[config.mk]
export PLATFORM = sky130hd
export DESIGN_NAME = mission_alarm_ctrl
export DESIGN_NICKNAME = d
export VERILOG_FILES = /design/src/rtl/mission_alarm_pkg.sv /design/src/rtl/mission_alarm_ctrl.sv
export VERILOG_INCLUDE_DIRS = /design/src /design/src/rtl
export SDC_FILE = /design/constraint.sdc
export NUM_CORES = 1
export LEC_CHECK = 0
export BUFFER_PORTS_ARGS = -buffer_cell sky130_fd_sc_hd__clkbuf_2
export CORE_MARGIN = 2
export CORE_UTILIZATION = 62
export DETAILED_ROUTE_END_ITERATION = 8
export GPL_ROUTABILITY_DRIVEN = 0
export GPL_TIMING_DRIVEN = 0
export PLACE_DENSITY = 0.83
export SLEW_MARGIN = 40
export SYNTH_ARGS = -nofsm -noshare
export SYNTH_HDL_FRONTEND = slang
export SYNTH_SLANG_ARGS = --single-unit
[constraint.sdc]
create_clock -name clk_sys -period 11.45 [get_ports clk_sys]
set_input_delay 3.435 -clock clk_sys [delete_from_list [all_inputs] [get_ports clk_sys]]
set_output_delay 3.435 -clock clk_sys [all_outputs]
set_load 0.005 [all_outputs]
[src/rtl/mission_alarm_params.svh]
// constants for the mission and alarm control block
`ifndef MISSION_ALARM_PARAMS_SVH
`define MISSION_ALARM_PARAMS_SVH
// register offsets
`define ADDR_THR_LOW 16'h0208
`define ADDR_THR_HIGH 16'h0209
`define ADDR_SENSOR_CTL 16'h0210
`define ADDR_OSC_CTL 16'h0212
`define ADDR_MISSION_SETUP 16'h0213
`define ADDR_ALARM_FLAGS 16'h0214
// first byte of the data-log area
`define LOG_BASE 16'h1000
// field positions
`define BIT_HI_EN 1
`define BIT_LO_EN 0
`define BIT_SECS 1
`define BIT_OSC 0
`define BIT_START_UPON_ALARM 5
`define BIT_RO 4
`define BIT_SPARE 3
`define BIT_LOGGING_FORMAT_SELECT 2
`define BIT_ETL 0
`define BIT_HI_FLAG 1
`define BIT_LO_FLAG 0
`define BIT_BOR 7
// fixed bit patterns seen on reads
`define MC_FIXED_ONES 8'hC0
`define AF_FIXED_ONES 8'h70
// reset values
`define RST_BYTE 8'h00
`define RST_COUNT 24'h00_0000
// seconds per minute, as a terminal count
`define SEC_LAST 6'd59
`endif

[src/rtl/mission_alarm_pkg.sv]
// types of the mission and alarm control block
package mission_alarm_pkg;
  // data-log write phase; the second phase writes the low byte of a 16-bit sample
  typedef enum logic [0:0] {WR_IDLE = 1'b0, WR_SECOND = 1'b1} wr_phase_t;

  typedef struct packed {
    logic [7:0] thr_lo;
    logic [7:0] thr_hi;
    logic hi_en;
    logic lo_en;
    logic osc_en;
    logic secs;
    logic start_upon_alarm;
    logic ro;
    logic spare;
    logic logging_format_select;
    logic logging_enable;
    logic flag_hi;
    logic flag_lo;
    logic flag_bor;
    logic mission;
    logic waiting;
    logic full;
    logic [12:0] ptr;
    logic [23:0] count;
    logic [5:0] sec_cnt;
    logic [13:0] intv_cnt;
    logic conv_req;
    wr_phase_t phase;
    logic [7:0] lo_byte;
    logic log_we;
    logic [15:0] log_addr;
    logic [7:0] log_data;
    logic [7:0] rd_data;
  } state_t;
endpackage : mission_alarm_pkg
[src/rtl/mission_alarm_ctrl.sv]
// mission configuration, alarm thresholds and alarm status of a temperature logger
//
// Added by the designer: the address-and-strobe port.
`timescale 1ns/1ns
`include "mission_alarm_params.svh"
module mission_alarm_ctrl #(
  parameter int LOG_BYTES = 8192
) (
  input wire logic clk_sys,
  input wire logic sys_rst,
  input wire logic [15:0] addr,
  input wire logic [7:0] wr_data,
  input wire logic wr_strobe,
  input wire logic rd_strobe,
  output logic [7:0] rd_data,
  input wire logic cmd_start_mission,
  input wire logic cmd_stop_mission,
  input wire logic cmd_force_conv,
  input wire logic cmd_clear_memory,
  input wire logic sec_tick,
  input wire logic [13:0] sample_rate,
  output logic conv_request,
  output logic conv_wide,
  input wire logic conv_valid,
  input wire logic [15:0] conv_result,
  output logic osc_enable,
  output logic seconds_unit,
  output logic mission_running,
  output logic waiting_alarm,
  output logic log_full,
  output logic log_we,
  output logic [15:0] log_addr,
  output logic [7:0] log_data,
  output logic [23:0] sample_count
);
  import mission_alarm_pkg::*;

  mission_alarm_pkg::state_t st_reg;
  mission_alarm_pkg::state_t st_next;
  logic [7:0] msb;
  logic hi_hit;
  logic lo_hit;
  logic unit_tick;
  logic [13:0] rate_eff;
  logic [13:0] ptr_sum;
  logic do_log;

  // ****************************************
  // register read decode
  // ****************************************
  function automatic logic [7:0] read_mux(input state_t s, input logic [15:0] a);
    logic [7:0] d;
    d = 8'h00;
    case (a)
      `ADDR_THR_LOW: d = s.thr_lo;
      `ADDR_THR_HIGH: d = s.thr_hi;
      `ADDR_SENSOR_CTL: d = {6'h00, s.hi_en, s.lo_en};
      `ADDR_OSC_CTL: d = {6'h00, s.secs, s.osc_en};
      `ADDR_MISSION_SETUP:
        d = `MC_FIXED_ONES | {2'b00, s.start_upon_alarm, s.ro, s.spare, s.logging_format_select, 1'b0, s.logging_enable};
      `ADDR_ALARM_FLAGS:
        d = `AF_FIXED_ONES | {s.flag_bor, 5'h00, s.flag_hi, s.flag_lo};
      default: d = 8'h00;
    endcase
    return d;
  endfunction : read_mux

  // ****************************************
  // alarm compare and interval timing
  // ****************************************
  // only the high byte matters, so 8-bit and 16-bit modes alarm alike
  assign msb = conv_result[15:8];
  assign hi_hit = st_reg.hi_en && (msb >= st_reg.thr_hi);
  assign lo_hit = st_reg.lo_en && (msb <= st_reg.thr_lo);
  // minutes are built from sixty second ticks
  assign unit_tick = sec_tick && (st_reg.secs || st_reg.sec_cnt == `SEC_LAST);
  // a rate of zero behaves as one
  assign rate_eff = (sample_rate == 14'h0000) ? 14'h0001 : sample_rate;
  assign ptr_sum = {1'b0, st_reg.ptr} + (st_reg.logging_format_select ? 14'h0002 : 14'h0001);
  // a sample is stored when logging is armed, the log still has room and no alarm wait is pending or the sample alarms
  assign do_log = conv_valid && st_reg.mission && st_reg.osc_en && st_reg.logging_enable
                  && !st_reg.full && (!st_reg.waiting || hi_hit || lo_hit);

  // ****************************************
  // next-state logic
  // ****************************************
  always_comb
  begin
    st_next = st_reg;
    st_next.log_we = 1'b0;
    st_next.conv_req = 1'b0;
    st_next.rd_data = rd_strobe ? read_mux(st_reg, addr) : 8'h00;
    // configuration writes, locked while a mission runs
    if (wr_strobe && !st_reg.mission)
    begin
      case (addr)
        `ADDR_THR_LOW: st_next.thr_lo = wr_data;
        `ADDR_THR_HIGH: st_next.thr_hi = wr_data;
        `ADDR_SENSOR_CTL:
        begin
          st_next.hi_en = wr_data[`BIT_HI_EN];
          st_next.lo_en = wr_data[`BIT_LO_EN];
        end
        `ADDR_OSC_CTL:
        begin
          st_next.secs = wr_data[`BIT_SECS];
          st_next.osc_en = wr_data[`BIT_OSC];
        end
        `ADDR_MISSION_SETUP:
        begin
          // bit 1 is not stored; the host keeps it at zero
          st_next.start_upon_alarm = wr_data[`BIT_START_UPON_ALARM];
          st_next.ro = wr_data[`BIT_RO];
          st_next.spare = wr_data[`BIT_SPARE];
          st_next.logging_format_select = wr_data[`BIT_LOGGING_FORMAT_SELECT];
          st_next.logging_enable = wr_data[`BIT_ETL];
        end
        default: st_next.thr_lo = st_reg.thr_lo;
      endcase
    end
    // mission commands
    if (cmd_force_conv)
    begin
      st_next.osc_en = 1'b1;
    end
    if (cmd_start_mission && !st_reg.mission)
    begin
      st_next.osc_en = 1'b1;
      st_next.mission = 1'b1;
      st_next.waiting = st_reg.start_upon_alarm;
      st_next.full = 1'b0;
      st_next.ptr = 13'h0000;
      st_next.sec_cnt = 6'd0;
      st_next.intv_cnt = 14'h0000;
    end
    if (cmd_stop_mission)
    begin
      st_next.mission = 1'b0;
    end
    // clear memory resets flags and count; a same-cycle alarm below still wins
    if (cmd_clear_memory)
    begin
      st_next.flag_hi = 1'b0;
      st_next.flag_lo = 1'b0;
      st_next.flag_bor = 1'b0;
      st_next.count = `RST_COUNT;
    end
    // interval counter runs only with the oscillator on and room left
    if (st_reg.mission && st_reg.osc_en && !st_reg.full)
    begin
      if (sec_tick)
      begin
        st_next.sec_cnt = (st_reg.sec_cnt == `SEC_LAST) ? 6'd0 : st_reg.sec_cnt + 6'd1;
      end
      if (unit_tick)
      begin
        if (st_reg.intv_cnt + 14'h0001 >= rate_eff)
        begin
          st_next.intv_cnt = 14'h0000;
          st_next.conv_req = 1'b1;
        end
        else
        begin
          st_next.intv_cnt = st_reg.intv_cnt + 14'h0001;
        end
      end
    end
    // alarm flags are sticky; they never clear on a quiet sample
    if (conv_valid && st_reg.mission && st_reg.osc_en)
    begin
      if (hi_hit)
      begin
        st_next.flag_hi = 1'b1;
      end
      if (lo_hit)
      begin
        st_next.flag_lo = 1'b1;
      end
    end
    // second byte of a 16-bit sample goes one address above the first
    case (st_reg.phase)
      WR_SECOND:
      begin
        st_next.log_we = 1'b1;
        st_next.log_addr = st_reg.log_addr + 16'h0001;
        st_next.log_data = st_reg.lo_byte;
        st_next.phase = WR_IDLE;
      end
      default: st_next.phase = WR_IDLE;
    endcase
    // store a sample, high byte at the lower address
    if (do_log)
    begin
      st_next.log_we = 1'b1;
      st_next.log_addr = `LOG_BASE + {3'b000, st_reg.ptr};
      st_next.log_data = msb;
      st_next.lo_byte = conv_result[7:0];
      st_next.phase = st_reg.logging_format_select ? WR_SECOND : WR_IDLE;
      st_next.waiting = 1'b0;
      if (!st_reg.waiting)
      begin
        st_next.count = st_next.count + 24'h00_0001;
      end
      if (ptr_sum >= LOG_BYTES[13:0])
      begin
        st_next.ptr = 13'h0000;
        st_next.full = !st_reg.ro;
      end
      else
      begin
        st_next.ptr = ptr_sum[12:0];
      end
    end
  end

  // ****************************************
  // state register
  // ****************************************
  // power-on reset leaves the battery reset flag set
  always_ff @(posedge clk_sys or posedge sys_rst)
  begin
    if (sys_rst)
    begin
      st_reg <= '0;
      st_reg.flag_bor <= 1'b1;
      st_reg.phase <= WR_IDLE;
    end
    else
    begin
      st_reg <= st_next;
    end
  end

  // ****************************************
  // outputs
  // ****************************************
  assign rd_data = st_reg.rd_data;
  assign conv_request = st_reg.conv_req;
  // alarm-wait conversions are always 8-bit
  assign conv_wide = st_reg.logging_format_select && !st_reg.waiting;
  assign osc_enable = st_reg.osc_en;
  assign seconds_unit = st_reg.secs;
  assign mission_running = st_reg.mission;
  assign waiting_alarm = st_reg.waiting;
  assign log_full = st_reg.full;
  assign log_we = st_reg.log_we;
  assign log_addr = st_reg.log_addr;
  assign log_data = st_reg.log_data;
  assign sample_count = st_reg.count;

  // ****************************************
  // assertions
  // ****************************************
  a_sensor_zero_bits: assert property (@(posedge clk_sys) disable iff (sys_rst)
    rd_strobe && addr == `ADDR_SENSOR_CTL |=> rd_data[7:2] == 6'h00)
    else $error("sensor control upper bits not zero");
  a_setup_one_bits: assert property (@(posedge clk_sys) disable iff (sys_rst)
    rd_strobe && addr == `ADDR_MISSION_SETUP |=> rd_data[7:6] == 2'b11)
    else $error("mission setup upper bits not one");
  a_flags_fixed_bits: assert property (@(posedge clk_sys) disable iff (sys_rst)
    rd_strobe && addr == `ADDR_ALARM_FLAGS |=> rd_data[6:2] == 5'b11100)
    else $error("alarm flags fixed bits wrong");
  a_mission_lock: assert property (@(posedge clk_sys) disable iff (sys_rst)
    st_reg.mission && wr_strobe |=> $stable({st_reg.start_upon_alarm, st_reg.logging_format_select, st_reg.hi_en, st_reg.secs}))
    else $error("write took effect during mission");
  a_high_alarm_set: assert property (@(posedge clk_sys) disable iff (sys_rst)
    conv_valid && st_reg.mission && st_reg.osc_en && st_reg.hi_en && msb >= st_reg.thr_hi
    |=> st_reg.flag_hi)
    else $error("high alarm flag not set");
  a_low_alarm_set: assert property (@(posedge clk_sys) disable iff (sys_rst)
    conv_valid && st_reg.mission && st_reg.osc_en && st_reg.lo_en && msb <= st_reg.thr_lo
    |=> st_reg.flag_lo)
    else $error("low alarm flag not set");
  a_alarm_sticky: assert property (@(posedge clk_sys) disable iff (sys_rst)
    st_reg.flag_hi && !cmd_clear_memory |=> st_reg.flag_hi)
    else $error("high alarm flag dropped");
  a_osc_auto_start: assert property (@(posedge clk_sys) disable iff (sys_rst)
    cmd_force_conv || cmd_start_mission |=> osc_enable)
    else $error("oscillator not started by command");
  a_full_stops: assert property (@(posedge clk_sys) disable iff (sys_rst)
    st_reg.full |=> !conv_request && !(log_we && st_reg.phase == WR_IDLE && !$past(log_we)))
    else $error("activity after log full");
  a_wide_msb_first: assert property (@(posedge clk_sys) disable iff (sys_rst)
    do_log && st_reg.logging_format_select |=> log_we ##1 log_we && log_addr == $past(log_addr) + 16'h0001)
    else $error("16-bit sample not stored high byte first");
  a_trigger_no_count: assert property (@(posedge clk_sys) disable iff (sys_rst)
    do_log && st_reg.waiting && !cmd_clear_memory |=> $stable(sample_count) && log_we)
    else $error("trigger sample counted or not logged");
endmodule : mission_alarm_ctrl

==> results of run 1 <==
[worst max-delay path, delay by kind of cell]
family	cells	cell delay [ns]
AOI/OAI and AO/OA	6	1.16
and+or+nand+nor	3	0.59
buffers and inverters	3	0.54
adders and majority gates	1	0.21
[final cells by class]
type                    instances  area (sq um)
repair buffers                127         658.1
fillers                       957          3151
multi-input cells             571          3847
flip-flops and latches        131          3279
clock inverters                 9         125.1
inverters                      51         198.9
well taps                     172         215.2
clock buffers                  23         498.0
plain buffers                  86         544.3
[per-stage QoR]
| step | worst slack, ns | area [sq um] | util (%) | hold slack, ns | power (mW) |
|---|---|---|---|---|---|
| 6_report | 5.844 | 9366 | 74.83 | 0.4974 | 1.079 |
| 5_1_grt | 5.615 | 9366 | 74.83 | 0.5022 | 1.113 |
| 4_1_cts | 5.854 | 9366 | 74.83 | 0.4960 | 1.085 |
| 3_5_place_dp | 5.431 | 8743 | 69.85 | 0.4827 | 0.5237 |
| 3_3_place_gp | 3.061 | 8708 | 69.57 | 0.4763 | 0.5210 |
| 2_1_floorplan | 4.519 | 7863 | - | 0.4485 | 0.4994 |
[layer usage]
metal	vias up	share of wire [%]
met4	0	1.4
met3	34	6.4
li1	3193	-
met1	3128	44
met2	255	48
met5	-	0
[cell families (layout without fill, tap and decap cells)]
group	Yosys count	in the layout
simple gates	298	298
compound gates	145	145
buf+inv	137	296
flops	131	131
xor+xnor	49	49
mux	42	42
fa+ha+maj	37	37
[power by group]
| group | switching, mW | total, mW | internal [mW] |
|---|---|---|---|
| Combinational | 0.0316 | 0.0493 | 0.0177 |
| Sequential | 0.00150 | 0.466 | 0.465 |
| Clock | 0.194 | 0.564 | 0.369 |
[cell usage after synthesis (4+ instances only)]
library cell  count
o21ai_1          16
buf_4            56
o211ai_1         17
nand4_1          22
nand3_1          45
ha_1             36
xnor2_1          32
inv_1            51
nand2b_1          8
a221oi_1          4
nor2_1           64
a21oi_1          17
xor2_1           17
or3_1             5
dfrtp_1         130
nor3_1           16
o2111ai_1        14
nand2_1          76
or4_1             5
nor3b_1           4
mux2_2           27
nor2b_1          13
and3_1           10
clkbuf_1         24
o21ai_0          44
a21o_1            6
mux2i_1          13
a221o_1           5
nor4_1            7
and2_1            9
[worst max path at each step]
stage	start	end	slack, ns	cells past startpoint
2_1_floorplan	sys_rst	conv_request$_DFF_PP0_	4.52	1
3_3_place_gp	sys_rst	log_data[6]$_DFFE_PP0P_	3.06	2
3_5_place_dp	sample_rate[12]	st_reg[48]$_DFF_PP0_	5.43	13
4_1_cts	sample_rate[12]	st_reg[48]$_DFF_PP0_	5.85	13
5_1_grt	sample_rate[8]	st_reg[55]$_DFF_PP0_	5.61	13
6_report	sample_rate[12]	st_reg[53]$_DFF_PP0_	5.84	13
==> reports/summary.txt, run 1 <==
Hold Vio Cnt, Final = 0
Slowest cell delay on critical path = 0.38 ns
Routed WL = 18,250 um
Max_slew headroom = 46.83%
Biggest area consumer among synthesized cells = dfrtp_1
Crit path required time = 11.78 ns
Initial DRC Count = 523
Critical path class = input port to flop
Post-DP HPWL = 12,970 um
Net Count, Synth = 940
Sum Neg Setup Slack = 0 ns
Clk buf depth = 2
Power Dens Cells = 115.2 nW/um^2
Pleak = 4.380 nW
Post-synthesis simple-gate area fraction = 18.94%
Post-synth EDFFs = 0
Syn avg cell area = 9.371 sq um
First-pass GRT wire length = 30,060 um
Met3 Use GR = 6.954%
Area grow syn2layout = 19.13%
Synthesized cell area = 7863 sq um
Post-Synth XOR/XNOR Area = 5.458%
Netlist cell types = 65
RR Startpoint = st_reg[49]$_DFF_PP0_
Post-Place Cells = 1,138
Post-CTS sizing = 0
Flop and latch count out of synthesis = 131
Met1 GRT Util = 38.52%
IO Count = 128
Routed length per instance = 15.60 um
Cells along the critical path = clkbuf_2 > inv_1 > nand4_1 > nor4_1 > a41o_1 > ha_1 > nand2b_1 > a21o_1 > a21oi_1 > o21a_1 > clkbuf_1 > o2111ai_1 > o211ai_1
CTS root buffer = clkbuf_16
Hold Path Depth = 1
Via Count = 6,610
Data arrival time of the critical path = 5.94 ns
Grt ovf = 0
Clock-pin slew on the worst setup and hold paths = 0.06 ns
Hold Buf Count CTS = 0
CP Capture Type = flop
Synth area leaders = dfrtp_1 41%, ha_1 5.7%, buf_4 5.3%
Num CTS Buffers = 17
Number of global-route vias before repair = 6,277
Outcome = complete, no violations
Seq/Total Area, Yosys = 41.71%
Most frequent cells in the layout = 130 x dfrtp_1, 126 x clkbuf_2, 76 x nand2_1, 64 x nor2_1, 56 x buf_4
Core Rows = 41
Most used DFF post-synth = dfrtp_1
CP max FO = 10
Post-synthesis mux area share = 5.808%
Sink Count = 131
Final Non-Filler Cells = 1,170
Yosys warning count = 0
Die height = 116.6 um
Worst hold path type = flop to flop
Share of Yosys cell area claimed by the top area cell type = 41.37%
Drt pass-1 iters = 9
Antenna diodes = 0
Worst-Margin Slew = 0.7914 ns
Largest net degree at the start of global routing = 74
Final #Nets = 1,086
Share of cells above drive strength 1 = 25.75%
Peak Freq = 178.4 MHz
Reg2Reg Depth = 13
Initial antenna violation count = 0
Hold endpoint = st_reg[33]$_DFFE_PP0P_
R2r setup slk = 7.71 ns
H-tree Lvls = 4
Final period util = 48.96%
Core region area = 12,520 sq um
RSZ-0062 raised after global routing = no
Gr busiest metal = met2
Die area = 13,600 sq um
Final setup viols = 0
Complex-gate fraction of the synthesized area = 12.75%
Syn Inst Count = 839
Setup Fix Bufs, Post-CTS = 0
CTS tree = yes
Max reg flops = 68
Residual DRC = 0
Starting Density = 62.81%
Met2 usage = 46.20%
Final Slew Violations = 0
Max Clock Skew = 0.01102 ns
Number of nets with antenna violations after routing = 0
Maximum VDD drop = 0.1180 mV
Die W = 116.6 um
Hold Path Origin = st_reg[33]$_DFFE_PP0P_
Max Cap Viol = 0
Synth Area in Adders = 5.983%
Gr usage total = 28.56%
Critical Path Start Type = input port
Critical Path Slowest Stage Cell = clkbuf_1
Fin crit period = 5.606 ns
Largest family of logic cells by synthesized area = simple AND/OR/NAND/NOR gates
Port bufs = 126
Ys async rst share = 100.0%
Critical R2R Capture = st_reg[49]$_DFF_PP0_
Vias/cell = 5.650
Worst-skew pair later-pin latency = 0.42 ns
Most common cell after layout, fill and taps aside = dfrtp_1
No activity file was read; power rests on OpenSTA's default activity.
==> inputs of run 2 (changes only) <==
--- a/config.mk
+++ b/config.mk
@@ -6,13 +6,14 @@
 export SDC_FILE = /design/constraint.sdc
 export NUM_CORES = 1
 export LEC_CHECK = 0
+export ABC_AREA = 1
 export BUFFER_PORTS_ARGS = -buffer_cell sky130_fd_sc_hd__clkbuf_2
 export CORE_MARGIN = 2
-export CORE_UTILIZATION = 62
+export CORE_UTILIZATION = 59
 export DETAILED_ROUTE_END_ITERATION = 8
 export GPL_ROUTABILITY_DRIVEN = 0
 export GPL_TIMING_DRIVEN = 0
-export PLACE_DENSITY = 0.83
+export PLACE_DENSITY = 0.79
 export SLEW_MARGIN = 40
 export SYNTH_ARGS = -nofsm -noshare
 export SYNTH_HDL_FRONTEND = slang
==> constraint.sdc (replaced) <==
create_clock -name clk_sys -period 5.6 [get_ports clk_sys]
set_input_delay 1.68 -clock clk_sys [delete_from_list [all_inputs] [get_ports clk_sys]]
set_output_delay 1.68 -clock clk_sys [all_outputs]
set_load 0.005 [all_outputs]
==> run 2 against run 1 <==
Effect of this change:
- clock-buffer cell count is 4 higher
- first-iteration DRC count rose by 56%
- die area up 21%
- global-route usage is 0.90 points higher
- flip-flop and latch count unchanged
- final cell count rose by 38%
- sequential power up 110%
- clock skew down 0.0037 ns
- via count increased by 31%
- sequential share of layout area is 4.0 points lower
- highest routed layer unchanged
==> reports/summary.txt, run 2 <==
Die W = 128.2 um (+9.9%)
Worst hold path type = flop to flop
Die height = 128.2 um (+9.9%)
Sink Count = 131 (unchanged)
R2r setup slk = 2.61 ns (-5.10 ns)
Ys async rst share = 100.0% (unchanged)
Net Count, Synth = 1,366 (+45%)
Area grow syn2layout = 16.39%
CTS tree = yes
Post-layout power = 2.174 mW (+100%)
Share of cells above drive strength 1 = 20.56% (-5.2 points)
Data arrival time of the critical path = 2.12 ns (-3.82 ns)
Setup Slack @ Placement = 1.719 ns (-3.712 ns)
Critical R2R Capture = st_reg[47]$_DFF_PP0_
Reg2Reg Depth = 17 (+4)
Drt pass-1 iters = 7 (-2)
CTS root buffer = clkbuf_16
Via Count = 8,672 (+31%)
Worst-Margin Slew = 0.7084 ns (-0.08306 ns)
Critical Path Start Type = flop
Grt ovf = 0 (unchanged)
Core Rows = 45 (+9.8%)
Die area = 16,430 sq um (+21%)
Post-synth EDFFs = 0 (unchanged)
Fin crit period = 3.797 ns
Flop and latch count out of synthesis = 131 (unchanged)
RSZ-0062 raised after global routing = no
Largest net degree at the start of global routing = 53 (-28%)
Share of Yosys cell area claimed by the top area cell type = 35.76% (-5.6 points)
H-tree Lvls = 4 (unchanged)
Setup Fix Bufs, Post-CTS = 0 (unchanged)
Most frequent cells in the layout = 362 x nand2_1, 149 x inv_1, 130 x dfrtp_1, 126 x clkbuf_2, 116 x nand3_1
Num CTS Buffers = 17 (unchanged)
Outcome = complete, no violations
Final #Nets = 1,513 (+39%)
Syn avg cell area = 7.192 sq um (-23%)
IO Count = 128 (unchanged)
Peak Freq = 263.4 MHz
Gr usage total = 29.46% (+0.90 points)
RR Startpoint = st_reg[43]$_DFF_PP0_
Final period util = 67.80%
Power Dens Cells = 205.3 nW/um^2 (+78%)
Most used DFF post-synth = dfrtp_1
CP Capture Type = output port
Seq/Total Area, Yosys = 36.05% (-5.7 points)
Hold Vio Cnt, Final = 0 (unchanged)
Residual DRC = 0 (unchanged)
Yosys warning count = 0 (unchanged)
Max reg flops = 68 (unchanged)
Most frequent cell after synthesis = nand2_1
Clock-pin slew on the worst setup and hold paths = 0.05 ns (about the same)
Crit path required time = 3.92 ns (-7.86 ns)
Vias/cell = 5.376 (-4.8%)
Worst-skew pair later-pin latency = 0.43 ns (about the same)
Pleak = 5.560 nW (+27%)
Syn Inst Count = 1,265 (+51%)
Antenna diodes = 0 (unchanged)
Critical Path Sink = conv_wide
Synth area leaders = dfrtp_1 36%, nand2_1 15%, nand3_1 6.4%
Starting Density = 60.07% (-2.7 points)
Initial antenna violation count = 0 (unchanged)
CP max FO = 10 (unchanged)
Core region area = 15,150 sq um (+21%)
Final Slew Violations = 0 (unchanged)
Routed length per instance = 14.53 um (-6.9%)
Final worst slack = 1.803 ns (-4.041 ns)
First-pass GRT wire length = 37,900 um (+26%)
Max Clock Skew = 0.007337 ns (-0.003684 ns)
Number of nets with antenna violations after routing = 0 (unchanged)
Most common cell after layout, fill and taps aside = nand2_1
Biggest area consumer among synthesized cells = dfrtp_1
Maximum VDD drop = 0.2173 mV (+84%)
Port bufs = 126 (unchanged)
Max_slew headroom = 52.41% (+5.6 points)
Post-DP HPWL = 17,550 um (+35%)
Synthesized cell area = 9097 sq um (+16%)
Routed WL = 23,430 um (+28%)
Commonest cells post-synth = 362 x nand2_1, 150 x inv_1, 130 x dfrtp_1
Netlist cell types = 45 (-31%)
Setup crit start = waiting_alarm$_DFFE_PP0P_
Initial DRC Count = 817 (+56%)
Final setup viols = 0 (unchanged)
Max Cap Viol = 0 (unchanged)
Hold Buf Count CTS = 0 (unchanged)
Clk buf depth = 2 (unchanged)
Post-CTS sizing = 0 (unchanged)
Number of global-route vias before repair = 7,844 (+25%)
Critical path class = flop to output port
[run 2: cell types whose count changed in the layout (fill, tap and decap cells not counted), moves of 14 or more]
cell       previous run  this run
mux2_2               27         0
o2111ai_1            14         0
nor2_1               64        99
nor2_2                1        21
nand3_1              45       116
o211ai_1             17         2
inv_1                50       149
xnor2_1              32         8
o21ai_0              44        60
nand2_1              76       362
[run 2: metal layers]
metal,part of all wire (%),vias to the layer above,global-route usage [%]
li1,-,4273,-
met1,44,3993,39.34
met2,46,358,47.53
met3,6.5,48,5.927
met4,2.8,0,11.31
met5,0,-,0
[run 2: area by class of cell]
type | count | area, sq um
Clock inverter | 5 | 50.05
Multi-Input combinational cell | 882 | 4593
Fill cell | 1265 | 4557
Sequential cell | 131 | 3279
Inverter | 159 | 605.6
Buffer | 93 | 626.9
Tap cell | 188 | 235.2
Clock buffer | 27 | 513.0
Timing Repair Buffer | 128 | 685.7
[run 2: report_power, final]
part,switching (mW),internal (mW)
Clock,0.409,0.667
Sequential,0.00626,0.953
Combinational,0.0898,0.0495
[run 2: kinds of logic after synthesis]
kind of cell / Yosys count / synth area share (%)
AOI/OAI and AO/OA: 125 / 7.633
muxes: 1 / 0.1100
buffers and inverters: 252 / 13.46
adders and majority gates: 37 / 5.171
and+or+nand+nor: 681 / 33.92
DFF: 131 / 36.05
xor gates and xnor gates: 38 / 3.658
[run 2: metrics by stage]
step | hold WS [ns] | instances | instance area (sq um) | utilization [%] | setup TNS (ns)
after floorplan | 0.4326 | 1265 | 9097 | - | 0
after global placement | 0.4600 | 1579 | 9963 | 65.78 | -149.31
after detailed placement | 0.4679 | 1581 | 10030 | 66.20 | 0
after CTS | 0.4830 | 1613 | 10590 | 69.91 | 0
after global routing | 0.4981 | 1613 | 10590 | 69.91 | 0
final | 0.4787 | 1613 | 10590 | 69.91 | 0
[run 2: how the worst min path moves through the flow]
stage	slack (ns)	depth (start not counted)	from	end
3_3_place_gp	0.46	2	st_reg[103]$_DFFE_PP1P_	st_reg[103]$_DFFE_PP1P_
3_5_place_dp	0.47	2	st_reg[34]$_DFFE_PP0P_	st_reg[34]$_DFFE_PP0P_
5_1_grt	0.50	2	st_reg[103]$_DFFE_PP1P_	st_reg[103]$_DFFE_PP1P_
2_1_floorplan	0.43	2	st_reg[103]$_DFFE_PP1P_	st_reg[103]$_DFFE_PP1P_
6_report	0.48	2	st_reg[103]$_DFFE_PP1P_	st_reg[103]$_DFFE_PP1P_
4_1_cts	0.48	2	st_reg[103]$_DFFE_PP1P_	st_reg[103]$_DFFE_PP1P_
[run 2: worst max-delay path: stages, from the launching register on]
cell and delay, ns:
dfrtp_1 0.43, clkbuf_1 0.44, clkbuf_1 0.50, nor2_1 0.17, clkbuf_2 0.15
==> inputs of run 3 (changes only) <==
==> constraint.sdc (replaced) <==
create_clock -name clk_sys -period 3.9 [get_ports clk_sys]
set_input_delay 1.17 -clock clk_sys [delete_from_list [all_inputs] [get_ports clk_sys]]
set_output_delay 1.17 -clock clk_sys [all_outputs]
set_load 0.005 [all_outputs]
==> run 3 against run 2 <==
Effect of this change:
- clock-buffer cell count shrank 4
- hold slack better by 0.0043 ns
- global-route usage grew 0.26 points
- routed wire length shrank 0.48%
- clock skew rose by 0.0020 ns
- power is 50% higher
- clock power increased by 55%
- via count is 0.40% lower
- setup slack worse by 1.2 ns
- first-iteration DRC count down 2.0%
- largest cell class unchanged
- largest power group unchanged
==> reports/summary.txt, run 3 (synthesized netlist as in run 2, its figures left out) <==
Core region area = 15,150 sq um (unchanged)
Number of nets with antenna violations after routing = 0 (unchanged)
Critical Path Slowest Stage Cell = clkbuf_1
Final worst slack = 0.6098 ns (-1.193 ns)
Gr usage total = 29.72% (+0.26 points)
Fin crit period = 3.290 ns
WP buf/inv = 3 (unchanged)
Max reg flops = 68 (unchanged)
Drt pass-1 iters = 5 (-2)
Post-DP HPWL = 17,780 um (+1.3%)
Vias/cell = 5.341 (-0.65%)
IO Count = 128 (unchanged)
Critical Path Start Type = flop
Starting Density = 60.07% (unchanged)
Hold Vio Cnt, Final = 0 (unchanged)
Antenna diodes = 0 (unchanged)
Number of global-route vias before repair = 7,910 (+0.84%)
Critical path class = flop to output port
Setup Fix Bufs, Post-CTS = 0 (unchanged)
Final Util = 70.91% (+1.0 points)
Sum Neg Setup Slack = 0 ns (unchanged)
Most frequent cells in the layout = 362 x nand2_1, 149 x inv_1, 130 x dfrtp_1, 126 x clkbuf_2, 116 x nand3_1
H-tree Lvls = 4 (unchanged)
RSZ-0062 raised after global routing = no
Post-CTS sizing = 0 (unchanged)
Die area = 16,430 sq um (unchanged)
Largest net degree at the start of global routing = 27 (-49%)
CTS root buffer = clkbuf_16
Post-layout power = 3.260 mW (+50%)
Clk buf depth = 2 (unchanged)
Max Cap Viol = 0 (unchanged)
Die height = 128.2 um (unchanged)
Final period util = 84.36%
Num CTS Buffers = 17 (unchanged)
Residual DRC = 0 (unchanged)
Maximum VDD drop = 0.2954 mV (+36%)
Setup Slack @ Placement = 0.4294 ns (-1.289 ns)
Initial DRC Count = 801 (-2.0%)
Most common cell after layout, fill and taps aside = nand2_1
Hold Buf Count CTS = 0 (unchanged)
Data arrival time of the critical path = 2.12 ns (about the same)
Die W = 128.2 um (unchanged)
Worst-skew pair later-pin latency = 0.43 ns (about the same)
Area grow syn2layout = 18.06%
Cells along the critical path = clkbuf_1 > clkbuf_1 > nor2_1 > clkbuf_2
Core Rows = 45 (unchanged)
Final setup viols = 0 (unchanged)
Max_slew headroom = 56.49% (+4.1 points)
Peak Freq = 303.9 MHz
Slowest cell delay on critical path = 0.47 ns (-0.03 ns)
Port bufs = 126 (unchanged)
Worst-Margin Slew = 0.6477 ns (-0.06071 ns)
Share of cells above drive strength 1 = 20.99% (+0.43 points)
Crit path required time = 2.73 ns (-1.19 ns)
Clock-pin slew on the worst setup and hold paths = 0.06 ns (about the same)
Via Count = 8,637 (-0.40%)
Initial antenna violation count = 0 (unchanged)
CP Capture Type = output port
Final #Nets = 1,517 (+0.26%)
Sink Count = 131 (unchanged)
Routed WL = 23,320 um (-0.48%)
CP top delay family = buffers and inverters
# fillers = 1,265 (unchanged)
CP max FO = 10 (unchanged)
Most used cell, CP = clkbuf_1
Outcome = complete, no violations
Grt ovf = 0 (unchanged)
R2r setup slk = 0.91 ns (-1.70 ns)
Routed length per instance = 14.42 um (-0.72%)
Power Dens Cells = 303.5 nW/um^2 (+48%)
First-pass GRT wire length = 38,420 um (+1.4%)
Final Slew Violations = 0 (unchanged)
Worst hold path type = flop to flop
Max Clock Skew = 0.009353 ns (+0.002016 ns)
Pleak = 5.616 nW (+1.0%)
CTS tree = yes
-- run 3: cell types whose count changed in the layout (fill, tap and decap cells not counted), moves of 2 or more --
cell / previous run / this run
clkinvlp_4: 0 / 4
buf_16: 2 / 5
bufinv_16: 1 / 3
clkbuf_1: 22 / 19
-- run 3: worst paths after layout --
path                                      startpoint                       to  depth (start not counted)
setup reg to reg                st_reg[43]$_DFF_PP0_     st_reg[47]$_DFF_PP0_                         17
min in group asynchronous                    sys_rst   st_reg[92]$_DFFE_PP0P_                          2
hold reg to reg               st_reg[40]$_DFFE_PP0P_   st_reg[40]$_DFFE_PP0P_                          2
setup / recovery           waiting_alarm$_DFFE_PP0P_                conv_wide                          4
hold / removal                st_reg[40]$_DFFE_PP0P_   st_reg[40]$_DFFE_PP0P_                          2
max in group asynchronous                    sys_rst  st_reg[103]$_DFFE_PP1P_                          6
-- run 3: layer usage --
layer	global-route usage (%)	up-vias	wire [um]
met5	0	-	0
met4	12.61	0	697
met3	4.132	49	1621
met2	49.04	339	10970
met1	39.43	3967	10030
li1	-	4282	-
-- run 3: worst reg2reg max path: stages (launching register included) --
cell and delay (ns):
dfrtp_1 0.43, ha_1 0.21, nand3_1 0.13, nor2_2 0.12, nand2_2 0.07, nor3b_2 0.25
nand2_1 0.10, nor2_1 0.12, xor2_1 0.22, ha_1 0.28, nand4_1 0.14, inv_1 0.06
a21oi_1 0.16, nand3_1 0.15, nor2_2 0.12, buf_4 0.18, nand2_1 0.06, o31ai_1 0.08
-- run 3: where the power goes --
| part | leakage, nW | switching, mW | internal (mW) |
|---|---|---|---|
| logic | 3.58 | 0.130 | 0.0810 |
| registers | 1.74 | 0.00899 | 1.37 |
| clock network | 0.295 | 0.603 | 1.07 |
| total | 5.62 | 0.742 | 2.52 |
-- run 3: final cells by class --
| type | instances | area (sq um) | share of cell area, % |
|---|---|---|---|
| clock buffers | 23 | 488.0 | 4.543 |
| well taps | 188 | 235.2 | 2.190 |
| inverters | 159 | 601.8 | 5.603 |
| repair buffers | 132 | 788.3 | 7.339 |
| plain buffers | 93 | 626.9 | 5.836 |
| multi-input cells | 882 | 4593 | 42.77 |
| flip-flops and latches | 131 | 3279 | 30.53 |
| clock inverters | 9 | 127.6 | 1.188 |
-- run 3: per-stage QoR --
step	hold WS [ns]	cells	instance area, sq um
floorplan	0.4326	1265	9101
global placement	0.4581	1579	9967
detailed placement	0.4661	1585	10120
CTS	0.4845	1617	10740
global route	0.5030	1617	10740
finish	0.4830	1617	10740
